**src/logic/pdepf_pkg.sv**
```systemverilog
// Package of register map, field layout and encodings for the port D/E pin function block.
package pdepf_pkg;

  // ****************************************************************
  // Bus geometry
  // ****************************************************************
  localparam int unsigned ADDR_W = 12;
  localparam int unsigned DATA_W = 32;
  localparam int unsigned REG_W  = 16;
  localparam int unsigned PD_W   = 8;
  localparam int unsigned PE_W   = 16;

  // ****************************************************************
  // Register indices as printed, and the byte address of each word
  // ****************************************************************
  localparam logic [31:0] PORTD_FS1_IDX  = 32'hffff83ad;
  localparam logic [31:0] PE_DATA_IDX    = 32'hffff83b0;
  localparam logic [31:0] PE_DIR_IDX     = 32'hffff83b4;
  localparam logic [31:0] PE_FS1_IDX     = 32'hffff83b8;
  localparam logic [31:0] PE_FS2_IDX     = 32'hffff83ba;

  localparam logic [ADDR_W-1:0] PORTD_FS1_ADDR = {PORTD_FS1_IDX[9:0], 2'h0};
  localparam logic [ADDR_W-1:0] PE_DATA_ADDR   = {PE_DATA_IDX[9:0], 2'h0};
  localparam logic [ADDR_W-1:0] PE_DIR_ADDR    = {PE_DIR_IDX[9:0], 2'h0};
  localparam logic [ADDR_W-1:0] PE_FS1_ADDR    = {PE_FS1_IDX[9:0], 2'h0};
  localparam logic [ADDR_W-1:0] PE_FS2_ADDR    = {PE_FS2_IDX[9:0], 2'h0};
  localparam logic [ADDR_W-1:0] PORTD_FS2_ADDR = 12'hf00;

  // ****************************************************************
  // Reset values and field layout
  // ****************************************************************
  localparam logic [REG_W-1:0] REG_RESET = 16'h0000;
  localparam logic [1:0]  MODE_PORT      = 2'h0;
  localparam logic [1:0]  MODE_TIMER     = 2'h1;
  localparam int unsigned PE_LO_LAST     = 7;
  localparam int unsigned PE_HI_FIRST    = 13;
  localparam int unsigned PE_HI_FLD_BASE = 10;
  localparam int unsigned TIMER_PIN      = 0;

  // ****************************************************************
  // AXI responses
  // ****************************************************************
  localparam logic [1:0] RESP_OKAY   = 2'h0;
  localparam logic [1:0] RESP_SLVERR = 2'h2;

endpackage

```
**src/logic/pdepf_top.sv**
```systemverilog
// Port D/E pin function controller with AXI4-Lite register slave.
`timescale 1ns/1ps

module pdepf_top (
  input  wire logic        CORE_CLK_I,
  input  wire logic        SYS_RST_I,
  input  wire logic        CORE_CE_I,
  input  wire logic [11:0] S_AXI_AWADDR_I,
  input  wire logic        S_AXI_AWVALID_I,
  output logic             S_AXI_AWREADY_O,
  input  wire logic [31:0] S_AXI_WDATA_I,
  input  wire logic [3:0]  S_AXI_WSTRB_I,
  input  wire logic        S_AXI_WVALID_I,
  output logic             S_AXI_WREADY_O,
  output logic [1:0]       S_AXI_BRESP_O,
  output logic             S_AXI_BVALID_O,
  input  wire logic        S_AXI_BREADY_I,
  input  wire logic [11:0] S_AXI_ARADDR_I,
  input  wire logic        S_AXI_ARVALID_I,
  output logic             S_AXI_ARREADY_O,
  output logic [31:0]      S_AXI_RDATA_O,
  output logic [1:0]       S_AXI_RRESP_O,
  output logic             S_AXI_RVALID_O,
  input  wire logic        S_AXI_RREADY_I,
  input  wire logic [7:0]  PD_IN_I,
  output logic [7:0]       PD_OUT_O,
  output logic [7:0]       PD_OE_O,
  input  wire logic [7:0]  DBUS_OUT_I,
  input  wire logic        DBUS_OE_I,
  output logic [7:0]       DBUS_IN_O,
  input  wire logic [15:0] PE_IN_I,
  output logic [15:0]      PE_OUT_O,
  output logic [15:0]      PE_OE_O,
  input  wire logic        TMR_CMP_A_I,
  input  wire logic        TMR_OE_I
);

  // ****************************************************************
  // Registers
  // ****************************************************************
  logic [15:0] portd_low_function_select_1;
  logic [15:0] portd_low_function_select_2;
  logic [15:0] porte_low_data;
  logic [15:0] porte_low_direction;
  logic [15:0] porte_low_function_select_1;
  logic [15:0] porte_low_function_select_2;

  // ****************************************************************
  // AXI4-Lite decode
  // ****************************************************************
  // Address and data are taken together; a single pulse of both readies marks the handshake.
  wire         aw_hs      = S_AXI_AWVALID_I & S_AXI_AWREADY_O;
  wire         ar_hs      = S_AXI_ARVALID_I & S_AXI_ARREADY_O;
  wire         wr_start   = S_AXI_AWVALID_I & S_AXI_WVALID_I & ~S_AXI_AWREADY_O & ~S_AXI_BVALID_O;
  wire         rd_start   = S_AXI_ARVALID_I & ~S_AXI_ARREADY_O & ~S_AXI_RVALID_O;
  wire         wr_pd1     = aw_hs & (S_AXI_AWADDR_I == pdepf_pkg::PORTD_FS1_ADDR);
  wire         wr_pd2     = aw_hs & (S_AXI_AWADDR_I == pdepf_pkg::PORTD_FS2_ADDR);
  wire         wr_dat     = aw_hs & (S_AXI_AWADDR_I == pdepf_pkg::PE_DATA_ADDR);
  wire         wr_dir     = aw_hs & (S_AXI_AWADDR_I == pdepf_pkg::PE_DIR_ADDR);
  wire         wr_pe1     = aw_hs & (S_AXI_AWADDR_I == pdepf_pkg::PE_FS1_ADDR);
  wire         wr_pe2     = aw_hs & (S_AXI_AWADDR_I == pdepf_pkg::PE_FS2_ADDR);
  wire         wr_hit     = wr_pd1 | wr_pd2 | wr_dat | wr_dir | wr_pe1 | wr_pe2;
  wire         ar_is_data = S_AXI_ARADDR_I == pdepf_pkg::PE_DATA_ADDR;
  wire [15:0]  wmask      = {{8{S_AXI_WSTRB_I[1]}}, {8{S_AXI_WSTRB_I[0]}}};

  // Merge the written lanes into a register value; unstrobed bytes keep their contents.
  function automatic logic [15:0] merge(input logic [15:0] old_v, input logic [15:0] new_v,
                                        input logic [15:0] m);
    merge = (old_v & ~m) | (new_v & m);
  endfunction

  // Data register read shows the latch on output pins and the live level on input pins.
  wire [15:0]  pe_read    = (porte_low_data & porte_low_direction) |
                            (PE_IN_I & ~porte_low_direction);

  logic [15:0] rd_word;
  logic        rd_hit;
  always_comb begin
    rd_hit  = 1'b1;
    rd_word = pdepf_pkg::REG_RESET;
    unique case (S_AXI_ARADDR_I)
      pdepf_pkg::PORTD_FS1_ADDR: rd_word = portd_low_function_select_1;
      pdepf_pkg::PORTD_FS2_ADDR: rd_word = portd_low_function_select_2;
      pdepf_pkg::PE_DATA_ADDR:   rd_word = pe_read;
      pdepf_pkg::PE_DIR_ADDR:    rd_word = porte_low_direction;
      pdepf_pkg::PE_FS1_ADDR:    rd_word = porte_low_function_select_1;
      pdepf_pkg::PE_FS2_ADDR:    rd_word = porte_low_function_select_2;
      default:                   rd_hit  = 1'b0;
    endcase
  end

  // ****************************************************************
  // Bus handshake state
  // ****************************************************************
  // Write answers one cycle after the ready pulse; unmapped addresses get SLVERR.
  always_ff @(posedge CORE_CLK_I) begin
    if (SYS_RST_I) begin
      S_AXI_AWREADY_O <= 1'b0;
      S_AXI_WREADY_O  <= 1'b0;
      S_AXI_BVALID_O  <= 1'b0;
      S_AXI_BRESP_O   <= pdepf_pkg::RESP_OKAY;
    end else if (CORE_CE_I) begin
      S_AXI_AWREADY_O <= wr_start;
      S_AXI_WREADY_O  <= wr_start;
      if (aw_hs) begin
        S_AXI_BVALID_O <= 1'b1;
        S_AXI_BRESP_O  <= wr_hit ? pdepf_pkg::RESP_OKAY : pdepf_pkg::RESP_SLVERR;
      end else if (S_AXI_BREADY_I) begin
        S_AXI_BVALID_O <= 1'b0;
      end
    end
  end

  // Read data is captured at the address handshake and held until taken.
  always_ff @(posedge CORE_CLK_I) begin
    if (SYS_RST_I) begin
      S_AXI_ARREADY_O <= 1'b0;
      S_AXI_RVALID_O  <= 1'b0;
      S_AXI_RDATA_O   <= 32'h0000_0000;
      S_AXI_RRESP_O   <= pdepf_pkg::RESP_OKAY;
    end else if (CORE_CE_I) begin
      S_AXI_ARREADY_O <= rd_start;
      if (ar_hs) begin
        S_AXI_RVALID_O <= 1'b1;
        S_AXI_RDATA_O  <= {16'h0000, rd_word};
        S_AXI_RRESP_O  <= rd_hit ? pdepf_pkg::RESP_OKAY : pdepf_pkg::RESP_SLVERR;
      end else if (S_AXI_RREADY_I) begin
        S_AXI_RVALID_O <= 1'b0;
      end
    end
  end

  // ****************************************************************
  // Register file
  // ****************************************************************
  // All six registers are written with byte-lane strobes; five read back as written, the port E data word reads input pins live.
  always_ff @(posedge CORE_CLK_I) begin
    if (SYS_RST_I) begin
      portd_low_function_select_1 <= pdepf_pkg::REG_RESET;
      portd_low_function_select_2 <= pdepf_pkg::REG_RESET;
      porte_low_data              <= pdepf_pkg::REG_RESET;
      porte_low_direction         <= pdepf_pkg::REG_RESET;
      porte_low_function_select_1 <= pdepf_pkg::REG_RESET;
      porte_low_function_select_2 <= pdepf_pkg::REG_RESET;
    end else if (CORE_CE_I) begin
      if (wr_pd1) portd_low_function_select_1 <= merge(portd_low_function_select_1,
                                                       S_AXI_WDATA_I[15:0], wmask);
      if (wr_pd2) portd_low_function_select_2 <= merge(portd_low_function_select_2,
                                                       S_AXI_WDATA_I[15:0], wmask);
      if (wr_dat) porte_low_data <= merge(porte_low_data, S_AXI_WDATA_I[15:0], wmask);
      if (wr_dir) porte_low_direction <= merge(porte_low_direction,
                                               S_AXI_WDATA_I[15:0], wmask);
      if (wr_pe1) porte_low_function_select_1 <= merge(porte_low_function_select_1,
                                                       S_AXI_WDATA_I[15:0], wmask);
      if (wr_pe2) porte_low_function_select_2 <= merge(porte_low_function_select_2,
                                                       S_AXI_WDATA_I[15:0], wmask);
    end
  end

  // ****************************************************************
  // Port D pin routing
  // ****************************************************************
  // Bus-owned pins follow the bus controller; port-owned pins are released since
  // this block holds no port D data or direction latch.
  wire [7:0] pd_bus_sel   = portd_low_function_select_1[7:0];
  wire [7:0] next_pd_out  = DBUS_OUT_I & pd_bus_sel;
  wire [7:0] next_pd_oe   = {8{DBUS_OE_I}} & pd_bus_sel;
  wire [7:0] next_dbus_in = PD_IN_I & pd_bus_sel;

  // ****************************************************************
  // Port E pin routing
  // ****************************************************************
  // Each pin decodes only its own field, so a stray code never disturbs a neighbour.
  logic [15:0] next_pe_out;
  logic [15:0] next_pe_oe;
  logic [15:0] pe_port_mode;
  logic [15:0] pe_timer_mode;
  genvar k;
  generate
    for (k = 0; k < pdepf_pkg::PE_W; k++) begin : g_pe
      logic [1:0] fld;
      if (k <= pdepf_pkg::PE_LO_LAST) begin : g_lo
        assign fld = porte_low_function_select_2[2*k+1:2*k];
      end else if (k >= pdepf_pkg::PE_HI_FIRST) begin : g_hi
        assign fld = porte_low_function_select_1[pdepf_pkg::PE_HI_FLD_BASE +
                     2*(k-pdepf_pkg::PE_HI_FIRST) +: 2];
      end else begin : g_mid
        assign fld = pdepf_pkg::MODE_PORT;
      end
      assign pe_port_mode[k]  = fld == pdepf_pkg::MODE_PORT;
      assign pe_timer_mode[k] = (k == pdepf_pkg::TIMER_PIN) &&
                                (fld == pdepf_pkg::MODE_TIMER);
      assign next_pe_out[k] = pe_timer_mode[k] ? TMR_CMP_A_I :
                              (pe_port_mode[k] & porte_low_data[k]);
      assign next_pe_oe[k]  = pe_timer_mode[k] ? TMR_OE_I :
                              (pe_port_mode[k] & porte_low_direction[k]);
    end
  endgenerate

  // Pins are registered so every output leaves a flip-flop; costs one cycle of latency.
  always_ff @(posedge CORE_CLK_I) begin
    if (SYS_RST_I) begin
      PD_OUT_O  <= 8'h00;
      PD_OE_O   <= 8'h00;
      DBUS_IN_O <= 8'h00;
      PE_OUT_O  <= 16'h0000;
      PE_OE_O   <= 16'h0000;
    end else if (CORE_CE_I) begin
      PD_OUT_O  <= next_pd_out;
      PD_OE_O   <= next_pd_oe;
      DBUS_IN_O <= next_dbus_in;
      PE_OUT_O  <= next_pe_out;
      PE_OE_O   <= next_pe_oe;
    end
  end
endmodule // pdepf_top

```
**config.mk**
```make
export PLATFORM = sky130hd
export DESIGN_NAME = pdepf_top
export DESIGN_NICKNAME = d
export VERILOG_FILES = /design/src/logic/pdepf_pkg.sv /design/src/logic/pdepf_top.sv
export SDC_FILE = /design/constraint.sdc
export NUM_CORES = 1
export LEC_CHECK = 0
export BUFFER_PORTS_ARGS = -buffer_cell sky130_fd_sc_hd__buf_2
export CORE_MARGIN = 1
export CORE_UTILIZATION = 48
export CTS_BUF_LIST = sky130_fd_sc_hd__clkbuf_16
export DETAILED_ROUTE_END_ITERATION = 10
export GPL_ROUTABILITY_DRIVEN = 0
export PLACE_DENSITY = 0.78
export SETUP_SLACK_MARGIN = 0.15
export SLEW_MARGIN = 25
export SYNTH_ARGS = -nofsm -noshare
export SYNTH_HDL_FRONTEND = slang
export SYNTH_SLANG_ARGS = --single-unit
```
**constraint.sdc**
```tcl
create_clock -name CORE_CLK_I -period 1.7 [get_ports CORE_CLK_I]
set_input_delay 0 -clock CORE_CLK_I [delete_from_list [all_inputs] [get_ports CORE_CLK_I]]
set_output_delay 0 -clock CORE_CLK_I [all_outputs]
set_load 0.1 [all_outputs]
```
==> metrics.log <==
INFO  metric min_period_over_period = 0.943
INFO  metric numPortBuffers = 163
INFO  metric run_status = completed
INFO  metric clock_sink_count = 174
INFO  metric n_antenna_cell = 0
INFO  metric vias_in_the_first_global_route = 7273
INFO  metric post-layout-total-power = 8.70 mW
INFO  metric clock_latency_at_the_later_pin_of_the_worst_skew_pair = 430 ps
INFO  metric die_width = 132 um
INFO  metric final_antenna_net_count = 0
INFO  metric grt_start_max_net_pins = 79
INFO  metric fin_crit = around 1600 ps
INFO  metric worst-endpoint-arrival = 1920 ps
INFO  metric total_of_flip_flops_plus_latches_after_synthesis = 174
INFO  metric synth_warnings = 0
INFO  metric syn_to_final_growth = 28.6%
INFO  metric final-hold-violation-count = 0
INFO  metric proportion_of_synthesized_flip_flops_having_asynchronous_set_or_reset = 0
INFO  metric vdd_ir_drop_max = roughly 0.75 mV
INFO  metric most-common-layout-cells = sky130_fd_sc_hd__dfxtp_1 (172), sky130_fd_sc_hd__buf_2 (161), sky130_fd_sc_hd__mux2i_1 (111)
INFO  metric grt_setup_unrepaired = true
INFO  metric effective_utilization_at_floorplan = 0.490
INFO  metric global_route.overflow_total = 0
INFO  metric routed_wl = 23700 um
INFO  metric cts_max_path_buffers = 2
INFO  metric layout.cells.most_common = sky130_fd_sc_hd__dfxtp_1
INFO  metric final_cell_area = roughly 10000 um^2
INFO  metric layout_setup_ws = 97.4 ps
INFO  metric crit_path_frequent_cell = sky130_fd_sc_hd__and3b_2
INFO  metric floorplan.rows = 47
INFO  metric synth_cell_types = 41
INFO  metric clkSlewWorstSetupHoldPaths = 70 ps
INFO  metric cts-buffers-inserted = 17
INFO  metric worst_path_dominant_cell_family = simple AND/OR/NAND/NOR gates
INFO  metric tritoncts = done
INFO  metric cts.root.buffer_cell = sky130_fd_sc_hd__clkbuf_16
INFO  metric finalHoldWorstSlack = 39.0 ps
INFO  metric worst-setup-path-type = reg -> reg
INFO  metric vias_per_cell = roughly 5.6
INFO  metric slew_headroom = 0.481
INFO  metric grt_pass1_wl = about 37000 um
INFO  metric final.setup_skew = 6.28 ps
INFO  metric wl_per_cell = 17.6 um
INFO  metric critical-path-max-stage-delay = ~470 ps
INFO  metric setup.worst_path.end_class = flop
INFO  metric place_area = a little over 9000 um^2
INFO  metric syn_inst = 913
INFO  metric dr_total_vias = 7564
INFO  metric drt_pass1_iterations = 5
INFO  metric max_clock_freq = 0.624 GHz
INFO  metric antenna_found_initial = 0
INFO  metric fin_nets = 1213
INFO  metric detailedRoute.firstIterationViolations = slightly above 600
INFO  metric grt_util_all_layers = 0.268
INFO  metric p_per_area = around 830 nW/um^2
INFO  metric worst-path-buf-inv = 1
INFO  metric drc_errors = 0
INFO  metric synth_edf_count = 0
INFO  metric worst_hold_path_type = in -> reg
INFO  metric tns = 0 ps
INFO  metric synth.avg_cell_area = 8.91 um^2
INFO  metric mappedNetlistArea = 8130 um^2
INFO  metric drive_above_1_share = 0.240
INFO  metric drv_slew = 0
INFO  metric coreArea = 16600 um^2
INFO  metric timing.critical_path.slowest_stage_cell = sky130_fd_sc_hd__or4b_4
INFO  metric dieArea = 17500 um^2
INFO  metric pre_cts_slack = -163 ps
INFO  metric final-setup-viol-count = 0
INFO  metric critical_path.startpoint_type = flop
INFO  metric die-height = 132 um
INFO  metric cp_cell_sequence = and3b_2 > and3b_2 > or4b_4 > buf_8 > mux2i_1
INFO  metric cellLeakagePower = around 4.3 nW
INFO  metric transition_time_at_the_pin_with_the_least_slew_margin = 776 ps
INFO  metric cp.required = 2010 ps
INFO  metric ys_seq_area_frac = 0.428
INFO  metric critPathMaxFanout = 8
INFO  metric detailed_place_hpwl = between 15000 and 20000 um
INFO  metric dominant_register_cell_in_the_synthesized_netlist = sky130_fd_sc_hd__dfxtp_1
INFO  metric htree_num_levels = 4
INFO  metric top_level_ports = 200
INFO  metric number_of_max_cap_violations = 0
[where the power goes]
part | internal [mW] | switching [mW] | leakage [nW]
Clock | 2.00 | 1.67 | 0.269
Sequential | 4.09 | 0.0127 | 1.40
Combinational | 0.283 | 0.635 | 2.65
Total | 6.38 | 2.32 | 4.32
[per-layer routing]
| layer | wire, um | GRT usage |
|---|---|---|
| met5 | 0 | 0 |
| met4 | 790 | 0.109 |
| met3 | 1240 | 0.0515 |
| met2 | 11800 | 0.470 |
| met1 | 9880 | 0.321 |
[cells in the mapped netlist, types with 2 or more instances]
cell | instances | area [um^2]
sky130_fd_sc_hd__a211oi_1 | 16 | 120
sky130_fd_sc_hd__a21oi_1 | 60 | 300
sky130_fd_sc_hd__a221oi_1 | 16 | 140
sky130_fd_sc_hd__a31oi_1 | 20 | 125
sky130_fd_sc_hd__and3_1 | 3 | 18.8
sky130_fd_sc_hd__and4_1 | 2 | 17.5
sky130_fd_sc_hd__buf_1 | 6 | 22.5
sky130_fd_sc_hd__buf_2 | 4 | 20.0
sky130_fd_sc_hd__buf_4 | 19 | 143
sky130_fd_sc_hd__buf_6 | 5 | 56.3
sky130_fd_sc_hd__clkbuf_1 | 55 | 206
sky130_fd_sc_hd__dfxtp_1 | 174 | 3480
sky130_fd_sc_hd__inv_1 | 18 | 67.6
sky130_fd_sc_hd__mux2i_1 | 112 | 1120
sky130_fd_sc_hd__nand2_1 | 9 | 33.8
sky130_fd_sc_hd__nand2b_1 | 106 | 663
sky130_fd_sc_hd__nand3_1 | 63 | 315
sky130_fd_sc_hd__nand3b_1 | 2 | 15.0
sky130_fd_sc_hd__nand4_1 | 2 | 12.5
sky130_fd_sc_hd__nand4b_1 | 4 | 35.0
sky130_fd_sc_hd__nor2_1 | 68 | 255
sky130_fd_sc_hd__nor2b_1 | 21 | 131
sky130_fd_sc_hd__nor3_1 | 38 | 190
sky130_fd_sc_hd__nor3b_1 | 2 | 15.0
sky130_fd_sc_hd__nor4_4 | 4 | 85.1
sky130_fd_sc_hd__o21ai_0 | 48 | 240
sky130_fd_sc_hd__o21ai_1 | 2 | 10.0
sky130_fd_sc_hd__o2bb2ai_1 | 16 | 140
sky130_fd_sc_hd__or3_1 | 4 | 25.0
sky130_fd_sc_hd__or4_4 | 2 | 22.5
sky130_fd_sc_hd__or4b_1 | 2 | 20.0
[worst paths after layout]
kind / from / endpoint / slack, ps / cells past startpoint
worst max-delay path: S_AXI_WREADY_O / flop / 100 / 5
worst min-delay path: S_AXI_WSTRB_I[1] / flop / 40 / 4
worst max register to register: S_AXI_WREADY_O / flop / 100 / 5
worst min register to register: DBUS_IN_O[7] / DBUS_IN_O[7] / 460 / 2
[through the flow]
stage,instances,utilization
3_5_place_dp,1260,0.558
5_1_grt,1343,0.630
2_1_floorplan,930,-
3_3_place_gp,1260,0.558
6_report,1343,0.630
4_1_cts,1337,0.619
[worst min-delay path: stages]
cell and delay, ps:
sky130_fd_sc_hd__buf_2 130, sky130_fd_sc_hd__nand3_4 90, sky130_fd_sc_hd__buf_12 130, sky130_fd_sc_hd__mux2i_1 70
[repair_timing]
action,in CTS,in global routing
gates cloned,0,3
pin swaps,2,9
setup buffers,2,3
gates resized for setup,4,35
hold endpoints to repair,100,1
hold buffers,43,1
setup endpoints to repair,16,59
[final cells by class]
cell class                      count  area, um^2
Fill cell                        1387        6130
Inverter                           18        67.6
Clock buffer                       17         425
Clock inverter                     15         125
Timing Repair Buffer              250        1750
Tap cell                          220         275
Multi-Input combinational cell    649        4320
Sequential cell                   174        3490
[cells by family after synthesis]
| group | Yosys count | share of synthesized area |
|---|---|---|
| AOI/OAI and AO/OA | 180 | 0.135 |
| buffers and inverters | 107 | 0.0634 |
| DFF | 174 | 0.428 |
| muxes | 112 | 0.138 |
| other | 1 | 0.000461 |
| and+or+nand+nor | 339 | 0.235 |
Power figures use the tool's default switching activity.
